==> config.mk <==
export PLATFORM = sky130hd
export DESIGN_NAME = vpw_serial_bus_controller
export DESIGN_NICKNAME = d
export VERILOG_FILES = /design/src/vpw_pkg.sv /design/src/vpw_prescaler.sv /design/src/vpw_serial_bus_controller.sv
export VERILOG_INCLUDE_DIRS = /design/src
export SDC_FILE = /design/constraint.sdc
export NUM_CORES = 1
export LEC_CHECK = 0
export BUFFER_PORTS_ARGS = -buffer_cell sky130_fd_sc_hd__clkbuf_2
export CORE_MARGIN = 5
export CORE_UTILIZATION = 35
export DETAILED_ROUTE_END_ITERATION = 10
export GPL_TIMING_DRIVEN = 0
export PLACE_DENSITY = 0.51
export SLEW_MARGIN = 20
export SYNTH_ARGS = -nofsm -noshare
export SYNTH_HDL_FRONTEND = slang
export SYNTH_HIERARCHICAL = 1
export SYNTH_SLANG_ARGS = --single-unit
==> constraint.sdc <==
create_clock -name REF_CLK -period 2.9 [get_ports REF_CLK]
set_input_delay 0 -clock REF_CLK [delete_from_list [all_inputs] [get_ports REF_CLK]]
set_output_delay 0 -clock REF_CLK [all_outputs]
set_load 0.05 [all_outputs]
==> src/vpw_map.svh <==
// register offsets, field positions, reset values and symbol timings of the vpw controller
`ifndef VPW_MAP_SVH
`define VPW_MAP_SVH

// apb byte offsets
`define VPW_OFF_CFG      8'h00
`define VPW_OFF_TX       8'h04
`define VPW_OFF_DLY      8'h08
`define VPW_OFF_RX       8'h0c
`define VPW_OFF_STAT     8'h10

// configuration fields
`define VPW_CFG_DIV_LO   0
`define VPW_CFG_DIV_HI   1
`define VPW_CFG_PLL      2
`define VPW_CFG_QUAD     3
`define VPW_CFG_EN       4
`define VPW_CFG_RST      5'h00
`define VPW_DLY_RST      8'h00

// transmit register fields
`define VPW_TX_LAST      8
`define VPW_TX_FULL      0
`define VPW_TX_BUSY      1

// status fields
`define VPW_ST_BE        0
`define VPW_ST_CRC       1
`define VPW_ST_TIM       2
`define VPW_ST_INC       3
`define VPW_ST_NOECHO    4
`define VPW_ST_LOST      5
`define VPW_ST_RXFULL    6
`define VPW_ST_BUS       7

// clock prescaler: reference rate and internal protocol clock per select code
`define VPW_REF_MHZ      8'hc8
`define VPW_INT_MHZ0     8'h04
`define VPW_INT_MHZ1     8'h06
`define VPW_INT_MHZ2     8'h08
`define VPW_INT_MHZ3     8'h0a

// symbol timings in microseconds at the normal bus rate
`define VPW_T_FILT       10'h008
`define VPW_T_RX_MIN     10'h022
`define VPW_T_RX_SHORT   10'h060
`define VPW_T_RX_LONG    10'h0a3
`define VPW_T_RX_EOD     10'h0ef
`define VPW_T_IFS        10'h12c
`define VPW_T_NOM_SHORT  10'h040
`define VPW_T_NOM_LONG   10'h080
`define VPW_T_NOM_SOF    10'h0c8
`define VPW_T_NOM_EOF    10'h118
`define VPW_T_ECHO       10'h03c
`define VPW_T_SAT        10'h3ff

// check sequence
`define VPW_CRC_POLY     8'h1d
`define VPW_CRC_INIT     8'hff
`define VPW_CRC_GOOD     8'hc4

`endif

==> src/vpw_pkg.sv <==
// types shared by the vpw controller modules
package vpw_pkg;

   typedef enum logic [1:0] {
      TX_IDLE = 2'b00,
      TX_SOF  = 2'b01,
      TX_DATA = 2'b11,
      TX_EOF  = 2'b10
   } vpw_tx_state_type;

   typedef struct packed {
      logic [5:0] cnt_int;
      logic [3:0] cnt_us;
      logic       us_tick;
   } vpw_pre_state_type;

   typedef struct packed {
      logic             rx_s1;
      logic             rx_s2;
      logic             rx_f;
      logic [3:0]       filt_cnt;
      logic [9:0]       rx_t;
      logic             in_frame;
      logic             rx_any;
      logic [2:0]       rx_nbits;
      logic [7:0]       rx_sh;
      logic [7:0]       rx_crc;
      logic [7:0]       rx_data;
      logic             st_be;
      logic             st_crc;
      logic             st_tim;
      logic             st_inc;
      logic             st_noecho;
      logic             st_lost;
      logic             st_rxfull;
      logic [4:0]       cfg;
      logic [7:0]       dly;
      logic [7:0]       tx_hold;
      logic             tx_hold_last;
      logic             tx_hold_full;
      vpw_tx_state_type tx_state;
      logic [7:0]       tx_sh;
      logic [2:0]       tx_bit;
      logic             tx_last;
      logic             tx_crcph;
      logic [7:0]       tx_crc;
      logic             tx_lvl;
      logic [9:0]       tx_t;
      logic             wait_echo;
      logic             pready;
      logic             pslverr;
      logic [31:0]      prdata;
   } vpw_ctl_state_type;

endpackage : vpw_pkg

==> src/vpw_prescaler.sv <==
// clock prescaler: internal protocol clock enable and microsecond tick
`timescale 1ns/10ps
`include "vpw_map.svh"

module vpw_prescaler (
   input  wire logic       clk,
   input  wire logic       rst_b,
   input  wire logic       en,
   input  wire logic [1:0] div_sel,
   output logic            us_tick
);

   vpw_pkg::vpw_pre_state_type s_r;
   vpw_pkg::vpw_pre_state_type s_nxt;
   logic [7:0]                 int_mhz;
   logic [5:0]                 int_div;

   // the internal clock is the same for both pll settings, so only the select matters
   always_comb begin
      case (div_sel)
         2'b00:   int_mhz = `VPW_INT_MHZ0;
         2'b01:   int_mhz = `VPW_INT_MHZ1;
         2'b10:   int_mhz = `VPW_INT_MHZ2;
         default: int_mhz = `VPW_INT_MHZ3;
      endcase
      // 6 mhz divides 200 mhz unevenly, giving 6.06 mhz
      int_div = 6'(`VPW_REF_MHZ / int_mhz);
      s_nxt = s_r;
      s_nxt.us_tick = 1'b0;
      if (!en) begin
         s_nxt.cnt_int = 6'h00;
         s_nxt.cnt_us  = 4'h0;
      end else if (s_r.cnt_int == int_div - 6'h01) begin
         s_nxt.cnt_int = 6'h00;
         if (s_r.cnt_us == 4'(int_mhz - 8'h01)) begin
            s_nxt.cnt_us  = 4'h0;
            s_nxt.us_tick = 1'b1;
         end else begin
            s_nxt.cnt_us = s_r.cnt_us + 4'h1;
         end
      end else begin
         s_nxt.cnt_int = s_r.cnt_int + 6'h01;
      end
   end

   always_ff @(posedge clk or negedge rst_b) begin
      if (!rst_b) begin
         s_r <= '0;
      end else begin
         s_r <= s_nxt;
      end
   end

   assign us_tick = s_r.us_tick;

endmodule : vpw_prescaler

==> src/vpw_serial_bus_controller.sv <==
// vpw single-wire link controller: frame engine, symbol timing and apb registers
//
// Contract
// - transmit appends computed check byte as the last byte of every frame (an underrun frame ends without it)
// - receive check residue must be c4; otherwise set bus error at once
// - while sending, an unexpected bus edge means contention against our frame
// - on contention arbitration is lost and the rest of the frame is dropped
// - without contention keep sending until the whole frame is out (a missing echo also ends the frame, with a no echo error)
// - crc, timing, incomplete byte and no echo errors each set bus error
// - filtered pulse shorter than 34 us is a symbol timing error
// - end of data off a byte boundary is an incomplete byte error
// - own edge not echoed within 60 us raises no echo error
// - two-bit divide select picks crystal 8/12/16/20 mhz with pll off
// - pll on: crystal 4/6/8/10 mhz; internal clock 4/6/8/10 mhz
// - receive filter discards pulses of 8 us or shorter
// - symbol valid only when its level lasts at least 34 us
// - symbol timing resynchronises on every incoming leading edge
// - vpw symbols at 10.4 kb/s, encoded and decoded alike
// - one bus transition per symbol, levels alternate
// - decoder classifies by duration between edges and bus level
// - active 0 128 us, active 1 64, passive 0 64, passive 1 128
// - fourfold mode divides every symbol time by four
// - status read clears every bit but bus status
`timescale 1ns/10ps
`include "vpw_map.svh"

module vpw_serial_bus_controller (
   input  wire logic        REF_CLK,
   input  wire logic        RST_B,
   input  wire logic        PSEL,
   input  wire logic        PENABLE,
   input  wire logic        PWRITE,
   input  wire logic [7:0]  PADDR,
   input  wire logic [31:0] PWDATA,
   output logic [31:0]      PRDATA,
   output logic             PREADY,
   output logic             PSLVERR,
   input  wire logic        BUS_RECEIVE_PIN,
   output logic             BUS_TRANSMIT_PIN
);

   vpw_pkg::vpw_ctl_state_type s_r;
   vpw_pkg::vpw_ctl_state_type s_nxt;
   logic                       us_tick;
   logic                       rx_edge;
   logic                       rx_bit_ok;
   logic                       rx_bit;
   logic                       bus_busy;
   logic                       apb_done;
   logic                       tx_bitv;
   logic [9:0]                 tx_dur;
   logic [7:0]                 tx_crc_upd;
   logic [9:0]                 comp;

   // scales a normal-rate time for fourfold mode
   function automatic logic [9:0] scl(input logic [9:0] t, input logic quad);
      scl = quad ? (t >> 2) : t;
   endfunction : scl

   function automatic logic [7:0] crc_step(input logic [7:0] c, input logic b);
      crc_step = {c[6:0], 1'b0} ^ ((c[7] ^ b) ? `VPW_CRC_POLY : 8'h00);
   endfunction : crc_step

   vpw_prescaler u_pre (
      .clk     (REF_CLK),
      .rst_b   (RST_B),
      .en      (s_r.cfg[`VPW_CFG_EN]),
      .div_sel (s_r.cfg[`VPW_CFG_DIV_HI:`VPW_CFG_DIV_LO]),
      .us_tick (us_tick)
   );

   always_comb begin
      s_nxt      = s_r;
      rx_edge    = 1'b0;
      rx_bit_ok  = 1'b0;
      rx_bit     = 1'b0;
      bus_busy   = s_r.rx_f || (s_r.rx_t < scl(`VPW_T_IFS, s_r.cfg[`VPW_CFG_QUAD]));
      apb_done   = PSEL && PENABLE && s_r.pready;
      tx_bitv    = s_r.tx_sh[7];
      tx_crc_upd = crc_step(s_r.tx_crc, s_r.tx_sh[7]);
      comp       = 10'(s_r.dly) + scl(`VPW_T_FILT, s_r.cfg[`VPW_CFG_QUAD]) + 10'h001;
      // active level lengths are the inverse of passive ones
      if (s_r.tx_lvl) begin
         tx_dur = tx_bitv ? `VPW_T_NOM_SHORT : `VPW_T_NOM_LONG;
      end else begin
         tx_dur = tx_bitv ? `VPW_T_NOM_LONG : `VPW_T_NOM_SHORT;
      end
      tx_dur = scl(tx_dur, s_r.cfg[`VPW_CFG_QUAD]);

      // apb slave: data captured in setup, side effects at the completing edge
      s_nxt.pready  = PSEL && !PENABLE;
      s_nxt.pslverr = 1'b0;
      if (PSEL && !PENABLE) begin
         s_nxt.prdata = 32'h0000_0000;
         case (PADDR)
            `VPW_OFF_CFG:  s_nxt.prdata = {27'h0, s_r.cfg};
            `VPW_OFF_TX:   s_nxt.prdata = {30'h0, s_r.tx_state != vpw_pkg::TX_IDLE,
                                           s_r.tx_hold_full};
            `VPW_OFF_DLY:  s_nxt.prdata = {24'h0, s_r.dly};
            `VPW_OFF_RX:   s_nxt.prdata = {24'h0, s_r.rx_data};
            `VPW_OFF_STAT: s_nxt.prdata = {24'h0, bus_busy, s_r.st_rxfull, s_r.st_lost,
                                           s_r.st_noecho, s_r.st_inc, s_r.st_tim,
                                           s_r.st_crc, s_r.st_be};
            default:       s_nxt.pslverr = 1'b1;
         endcase
      end
      if (apb_done && PWRITE) begin
         case (PADDR)
            `VPW_OFF_CFG: s_nxt.cfg = PWDATA[4:0];
            `VPW_OFF_DLY: s_nxt.dly = PWDATA[7:0];
            `VPW_OFF_TX: begin
               // a write into a full holding byte is dropped
               if (!s_r.tx_hold_full) begin
                  s_nxt.tx_hold      = PWDATA[7:0];
                  s_nxt.tx_hold_last = PWDATA[`VPW_TX_LAST];
                  s_nxt.tx_hold_full = 1'b1;
               end
            end
            default: ;
         endcase
      end
      if (apb_done && !PWRITE) begin
         if (PADDR == `VPW_OFF_RX) begin
            s_nxt.st_rxfull = 1'b0;
         end
         // only bits that were shown are cleared, so nothing set meanwhile is lost
         if (PADDR == `VPW_OFF_STAT) begin
            s_nxt.st_be     = s_r.st_be     & ~s_r.prdata[`VPW_ST_BE];
            s_nxt.st_crc    = s_r.st_crc    & ~s_r.prdata[`VPW_ST_CRC];
            s_nxt.st_tim    = s_r.st_tim    & ~s_r.prdata[`VPW_ST_TIM];
            s_nxt.st_inc    = s_r.st_inc    & ~s_r.prdata[`VPW_ST_INC];
            s_nxt.st_noecho = s_r.st_noecho & ~s_r.prdata[`VPW_ST_NOECHO];
            s_nxt.st_lost   = s_r.st_lost   & ~s_r.prdata[`VPW_ST_LOST];
            s_nxt.st_rxfull = s_r.st_rxfull & ~s_r.prdata[`VPW_ST_RXFULL];
         end
      end

      // receive pin synchroniser and noise filter
      s_nxt.rx_s1 = BUS_RECEIVE_PIN;
      s_nxt.rx_s2 = s_r.rx_s1;
      if (s_r.rx_s2 == s_r.rx_f) begin
         s_nxt.filt_cnt = 4'h0;
      end else if (us_tick) begin
         if (s_r.filt_cnt == 4'(scl(`VPW_T_FILT, s_r.cfg[`VPW_CFG_QUAD]))) begin
            s_nxt.rx_f     = s_r.rx_s2;
            s_nxt.filt_cnt = 4'h0;
            rx_edge        = 1'b1;
         end else begin
            s_nxt.filt_cnt = s_r.filt_cnt + 4'h1;
         end
      end

      // both edges carry the same filter lag, so durations stay true
      if (rx_edge) begin
         s_nxt.rx_t = 10'h000;
      end else if (us_tick && s_r.rx_t != `VPW_T_SAT) begin
         s_nxt.rx_t = s_r.rx_t + 10'h001;
      end

      // symbol decode on each filtered edge
      if (rx_edge) begin
         if (s_r.rx_t < scl(`VPW_T_RX_MIN, s_r.cfg[`VPW_CFG_QUAD])) begin
            s_nxt.st_tim   = 1'b1;
            s_nxt.st_be    = 1'b1;
            s_nxt.in_frame = 1'b0;
         end else if (s_r.rx_f) begin
            if (s_r.rx_t >= scl(`VPW_T_RX_EOD, s_r.cfg[`VPW_CFG_QUAD])) begin
               s_nxt.in_frame = 1'b0;
            end else if (s_r.rx_t >= scl(`VPW_T_RX_LONG, s_r.cfg[`VPW_CFG_QUAD])) begin
               s_nxt.in_frame = 1'b1;
               s_nxt.rx_any   = 1'b0;
               s_nxt.rx_nbits = 3'h0;
               s_nxt.rx_crc   = `VPW_CRC_INIT;
            end else begin
               rx_bit_ok = 1'b1;
               rx_bit    = s_r.rx_t < scl(`VPW_T_RX_SHORT, s_r.cfg[`VPW_CFG_QUAD]);
            end
         end else begin
            rx_bit_ok = 1'b1;
            rx_bit    = s_r.rx_t >= scl(`VPW_T_RX_SHORT, s_r.cfg[`VPW_CFG_QUAD]);
         end
      end
      if (rx_bit_ok && s_r.in_frame) begin
         s_nxt.rx_sh    = {s_r.rx_sh[6:0], rx_bit};
         s_nxt.rx_crc   = crc_step(s_r.rx_crc, rx_bit);
         s_nxt.rx_nbits = s_r.rx_nbits + 3'h1;
         if (s_r.rx_nbits == 3'h7) begin
            s_nxt.rx_data   = {s_r.rx_sh[6:0], rx_bit};
            s_nxt.rx_any    = 1'b1;
            s_nxt.st_rxfull = 1'b1;
         end
      end
      // long passive level closes the frame: end of data
      if (s_r.in_frame && !s_r.rx_f && !rx_edge && us_tick &&
          s_r.rx_t == scl(`VPW_T_RX_LONG, s_r.cfg[`VPW_CFG_QUAD])) begin
         s_nxt.in_frame = 1'b0;
         if (s_r.rx_nbits != 3'h0 || !s_r.rx_any) begin
            s_nxt.st_inc = 1'b1;
            s_nxt.st_be  = 1'b1;
         end else if (s_r.rx_crc != `VPW_CRC_GOOD) begin
            s_nxt.st_crc = 1'b1;
            s_nxt.st_be  = 1'b1;
         end
      end

      // transmit engine
      if (s_r.tx_state != vpw_pkg::TX_IDLE) begin
         if (rx_edge && s_r.wait_echo) begin
            s_nxt.wait_echo = 1'b0;
            s_nxt.tx_t      = comp;
         end else if (us_tick && s_r.tx_t != `VPW_T_SAT) begin
            s_nxt.tx_t = s_r.tx_t + 10'h001;
         end
      end
      case (s_r.tx_state)
         vpw_pkg::TX_IDLE: begin
            if (s_r.cfg[`VPW_CFG_EN] && s_r.tx_hold_full && !bus_busy) begin
               s_nxt.tx_sh        = s_r.tx_hold;
               s_nxt.tx_last      = s_r.tx_hold_last;
               s_nxt.tx_hold_full = 1'b0;
               s_nxt.tx_crc       = `VPW_CRC_INIT;
               s_nxt.tx_crcph     = 1'b0;
               s_nxt.tx_bit       = 3'h0;
               s_nxt.tx_lvl       = 1'b1;
               s_nxt.tx_t         = 10'h000;
               s_nxt.wait_echo    = 1'b1;
               s_nxt.tx_state     = vpw_pkg::TX_SOF;
            end
         end
         vpw_pkg::TX_SOF: begin
            // a symbol is held until its own echo is back, so that a lost echo still
            // reaches the 60 us window when fourfold symbols are shorter than it
            if (!s_r.wait_echo &&
                s_r.tx_t >= scl(`VPW_T_NOM_SOF, s_r.cfg[`VPW_CFG_QUAD])) begin
               s_nxt.tx_lvl    = 1'b0;
               s_nxt.tx_t      = 10'h000;
               s_nxt.wait_echo = 1'b1;
               s_nxt.tx_state  = vpw_pkg::TX_DATA;
            end
         end
         vpw_pkg::TX_DATA: begin
            if (!s_r.wait_echo && s_r.tx_t >= tx_dur) begin
               s_nxt.tx_lvl    = !s_r.tx_lvl;
               s_nxt.tx_t      = 10'h000;
               s_nxt.wait_echo = 1'b1;
               s_nxt.tx_sh     = {s_r.tx_sh[6:0], 1'b0};
               s_nxt.tx_bit    = s_r.tx_bit + 3'h1;
               if (!s_r.tx_crcph) begin
                  s_nxt.tx_crc = tx_crc_upd;
               end
               if (s_r.tx_bit == 3'h7) begin
                  if (s_r.tx_crcph) begin
                     s_nxt.tx_state = vpw_pkg::TX_EOF;
                  end else if (s_r.tx_last) begin
                     s_nxt.tx_sh    = ~tx_crc_upd;
                     s_nxt.tx_crcph = 1'b1;
                  end else if (s_r.tx_hold_full) begin
                     s_nxt.tx_sh        = s_r.tx_hold;
                     s_nxt.tx_last      = s_r.tx_hold_last;
                     s_nxt.tx_hold_full = 1'b0;
                  end else begin
                     // underrun: the frame ends without its check byte, receivers see a crc error
                     s_nxt.tx_state = vpw_pkg::TX_EOF;
                  end
               end
            end
         end
         vpw_pkg::TX_EOF: begin
            if (s_r.tx_t >= scl(`VPW_T_NOM_EOF, s_r.cfg[`VPW_CFG_QUAD])) begin
               s_nxt.tx_state = vpw_pkg::TX_IDLE;
            end
         end
         default: s_nxt.tx_state = vpw_pkg::TX_IDLE;
      endcase
      if (s_r.tx_state != vpw_pkg::TX_IDLE) begin
         if (rx_edge && !s_r.wait_echo) begin
            s_nxt.st_lost   = 1'b1;
            s_nxt.tx_lvl    = 1'b0;
            s_nxt.wait_echo = 1'b0;
            s_nxt.tx_state  = vpw_pkg::TX_IDLE;
         end else if (s_r.wait_echo && !rx_edge && s_r.tx_t >= `VPW_T_ECHO) begin
            s_nxt.st_noecho = 1'b1;
            s_nxt.st_be     = 1'b1;
            s_nxt.tx_lvl    = 1'b0;
            s_nxt.wait_echo = 1'b0;
            s_nxt.tx_state  = vpw_pkg::TX_IDLE;
         end
      end
   end

   always_ff @(posedge REF_CLK or negedge RST_B) begin
      if (!RST_B) begin
         s_r          <= '0;
         s_r.cfg      <= `VPW_CFG_RST;
         s_r.dly      <= `VPW_DLY_RST;
         s_r.tx_state <= vpw_pkg::TX_IDLE;
         s_r.rx_t     <= `VPW_T_SAT;
      end else begin
         s_r <= s_nxt;
      end
   end

   assign PRDATA           = s_r.prdata;
   assign PREADY           = s_r.pready;
   assign PSLVERR          = s_r.pslverr;
   assign BUS_TRANSMIT_PIN = s_r.tx_lvl;

endmodule : vpw_serial_bus_controller

==> impl_metrics.py <==
metrics = {
    "run_status": {
        "status": "finished clean",
    },
    "timing": {
        "fin_skew_ns": 0.0141,
        "hold_violations": 0,
        "max_freq_mhz": 355,
        "setup_violations": 0,
        "drv_slew": 0,
        "slew_headroom_pct": 45.9,
        "min_period_ns": 2.81,
        "worstMarginPinSlew_ns": 0.802,
        "min_period_over_period_pct": 97.0,
        "totalNegativeSetupSlack_ns": 0,
        "setup_slack_ns": 0.0861,
    },
    "floorplan": {
        "io_pins": 81,
        "die-area_mm2": 0.0276,
        "fp.dieW_um": 166,
        "rows": 57,
        "initial_utilization_pct": 35.3,
        "die_height_um": 166,
        "coreArea_mm2": 0.0242,
    },
    "critical_path": {
        "crit_type": "flip-flop to flip-flop",
        "rr_startpoint": "s_r[129]",
        "crit_required_ns": 3.20,
        "crit_start": "s_r[129]",
        "crit_arrival_ns": 3.12,
        "crit_path_start_kind": "flip-flop",
        "crit_fanout": 8,
        "cp-end-kind": "flip-flop",
    },
    "detailed_routing": {
        "drt_wl_total_um": 22100,
        "drc_errors": 0,
        "avgViaCountPerCell": 5.25,
        "vias": 6839,
        "wl_per_cell_um": 17.0,
        "firstDrtPassIters": 5,
        "ant_nets": 0,
        "drt_iter0_markers": 417,
    },
    "cts": {
        "htreeDepth": 4,
        "path_clk_slew_ns": 0.06,
        "cts_buffer_depth": 2,
        "numCtsBuffers": 17,
        "root_buffer": "clkbuf_16",
        "clk_latency_ns": 0.42,
        "clock-sinks": 131,
        "cts_tree": "done",
    },
    "global_routing": {
        "antenna_found_initial": 0,
        "grt_pass1_wl_um": 36400,
        "grtUsageTotal_pct": 16.0,
        "grt_pass1_vias": 6731,
        "grt_overflow": 0,
        "grt_max_degree": 68,
    },
    "place": {
        "place_ws_ns": -0.862,
        "dp_hpwl_um": 15800,
        "dpl_cell_area_mm2": 0.00921,
        "place_inst": 1242,
        "port_buffers": 32,
        "gp_congestion": 0.830,
    },
    "power_and_ir_drop": {
        "ir_drop_mv": 0.413,
        "power.density_mw_per_mm2": 425,
        "power.leakage_nw": 4.66,
    },
    "layout": {
        "stdcell_area_mm2": 0.0102,
        "mostFrequentLayoutCell": "dfrtp_1",
        "antenna_cells": 0,
        "nets": 1064,
        "areaGrowthSynthToFinish_pct": 19.9,
        "final_util_pct": 42.3,
        "final_cells": 1303,
        "layout_common_cells": "120 x dfrtp_1, 66 x nor2_1, 56 x a21oi_1",
        "drive_gt1_share_pct": 23.4,
    },
    "yosys": {
        "ys.flop_type": "dfrtp_1",
        "seq_area_frac_synth_pct": 38.6,
        "syn_area_per_cell_um2": 9.89,
        "netlist_area_mm2": 0.00852,
        "synthArstFlopShare_pct": 100,
        "synth-seq-cells": 131,
        "synth.area.top_cells": "dfrtp_1 36%, ha_1 7.5%, mux2_2 5.9%",
        "synth_top_area_share_pct": 35.5,
        "synth-edff-count": 0,
        "ys_types": 96,
        "syn_inst": 862,
        "yosys_warnings": 6,
        "synth_top_area_cell": "dfrtp_1",
    },
    "hold_path": {
        "hold_class": "primary input to flip-flop",
        "min_from": "PENABLE",
    },
    "run": {
        "cap_violations": 0,
    },
}
==> power breakdown <==
| part | switching, mW | leakage (nW) | internal (mW) |
|---|---|---|---|
| clock network | 0.851 | 0.296 | 1.40 |
| logic | 0.171 | 2.60 | 0.0732 |
| registers | 0.00917 | 1.76 | 1.84 |
| total | 1.03 | 4.66 | 3.31 |
==> state kept, by name, indices dropped and copies added, names as in the netlist <==
| name | cells |
|---|---|
| s_r | 108 |
| u_pre/us_tick | 1 |
| s_nxt | 1 |
| u_pre/s_r | 10 |
| PSLVERR | 1 |
| BUS_TRANSMIT_PIN | 1 |
| PRDATA | 8 |
| PREADY | 1 |
==> synth_stat cells, types with 13 or more instances <==
cell	count
dfrtp_1	121
nor2_1	66
a21oi_1	57
ha_1	51
nand2_1	46
mux2_2	45
inv_1	41
o21ai_0	37
buf_4	34
nand3_1	26
xnor2_1	26
xor2_1	19
clkbuf_1	18
a22o_1	15
nor3_1	15
o22ai_1	13
==> critical path, cell delays in order (launching register included) <==
cell,delay [ns]
dfstp_2,0.60
inv_1,0.06
ha_1,0.32
o21ba_2,0.23
o22ai_1,0.32
o21ai_2,0.16
and3_1,0.19
buf_2,0.18
a21oi_4,0.15
buf_12,0.15
mux2_2,0.34
==> worst paths after layout <==
check	end	slack, ns	cells after the start
setup / recovery	s_r[66]	0.09	10
hold / removal	PREADY	0.01	3
setup reg to reg	s_r[66]	0.09	10
hold reg to reg	s_r[143]	0.36	0
max in group asynchronous	s_r[136]	1.98	3
min in group asynchronous	u_pre/s_r[8]	0.14	2
==> layout make-up <==
type | count | area (um^2)
plain buffers | 62 | 395
clock buffers | 19 | 453
clock inverters | 12 | 155
fillers | 2367 | 14000
inverters | 42 | 161
multi-input cells | 650 | 4850
flip-flops and latches | 131 | 3290
well taps | 324 | 405
repair buffers | 63 | 502
==> through the flow <==
stage | power [mW] | hold WS, ns
after floorplan | 2.03 | -0.296
after global placement | 2.11 | 0.109
after detailed placement | 2.11 | 0.0448
after CTS | 4.38 | 0.00405
after global routing | 4.49 | 0.0369
final | 4.34 | 0.0113
==> timing repair <==
| action | CTS | global route |
|---|---|---|
| buffers inserted | 11 | 5 |
| gates cloned | 0 | 0 |
| pin swaps | 6 | 5 |
| setup endpoints to repair | 68 | 50 |
| gates resized for setup | 8 | 15 |
| hold buffers | 14 | 0 |
| hold endpoints to repair | 89 | 0 |
==> cell families (layout without fill, tap and decap cells) <==
kind of cell    after synthesis  after routing  share of synthesized area [%]
simple gates                239            239                           15.4
compound gates              229            229                           19.3
flops                       131            131                           38.6
buf+inv                     104            198                           6.36
mux                          62             62                           8.21
fa+ha+maj                    51             51                           7.49
xor+xnor                     45             45                           4.62
other cells                   1             24                         0.0440
==> layer usage <==
metal | global-route usage, % | vias to the layer above | routed length [um]
li1 | - | 3344 | -
met1 | 23.2 | 3324 | 11100
met2 | 24.9 | 147 | 9930
met3 | 2.52 | 24 | 723
met4 | 4.05 | 0 | 351
met5 | 0 | - | 0
(Power assumes the default switching activity.)
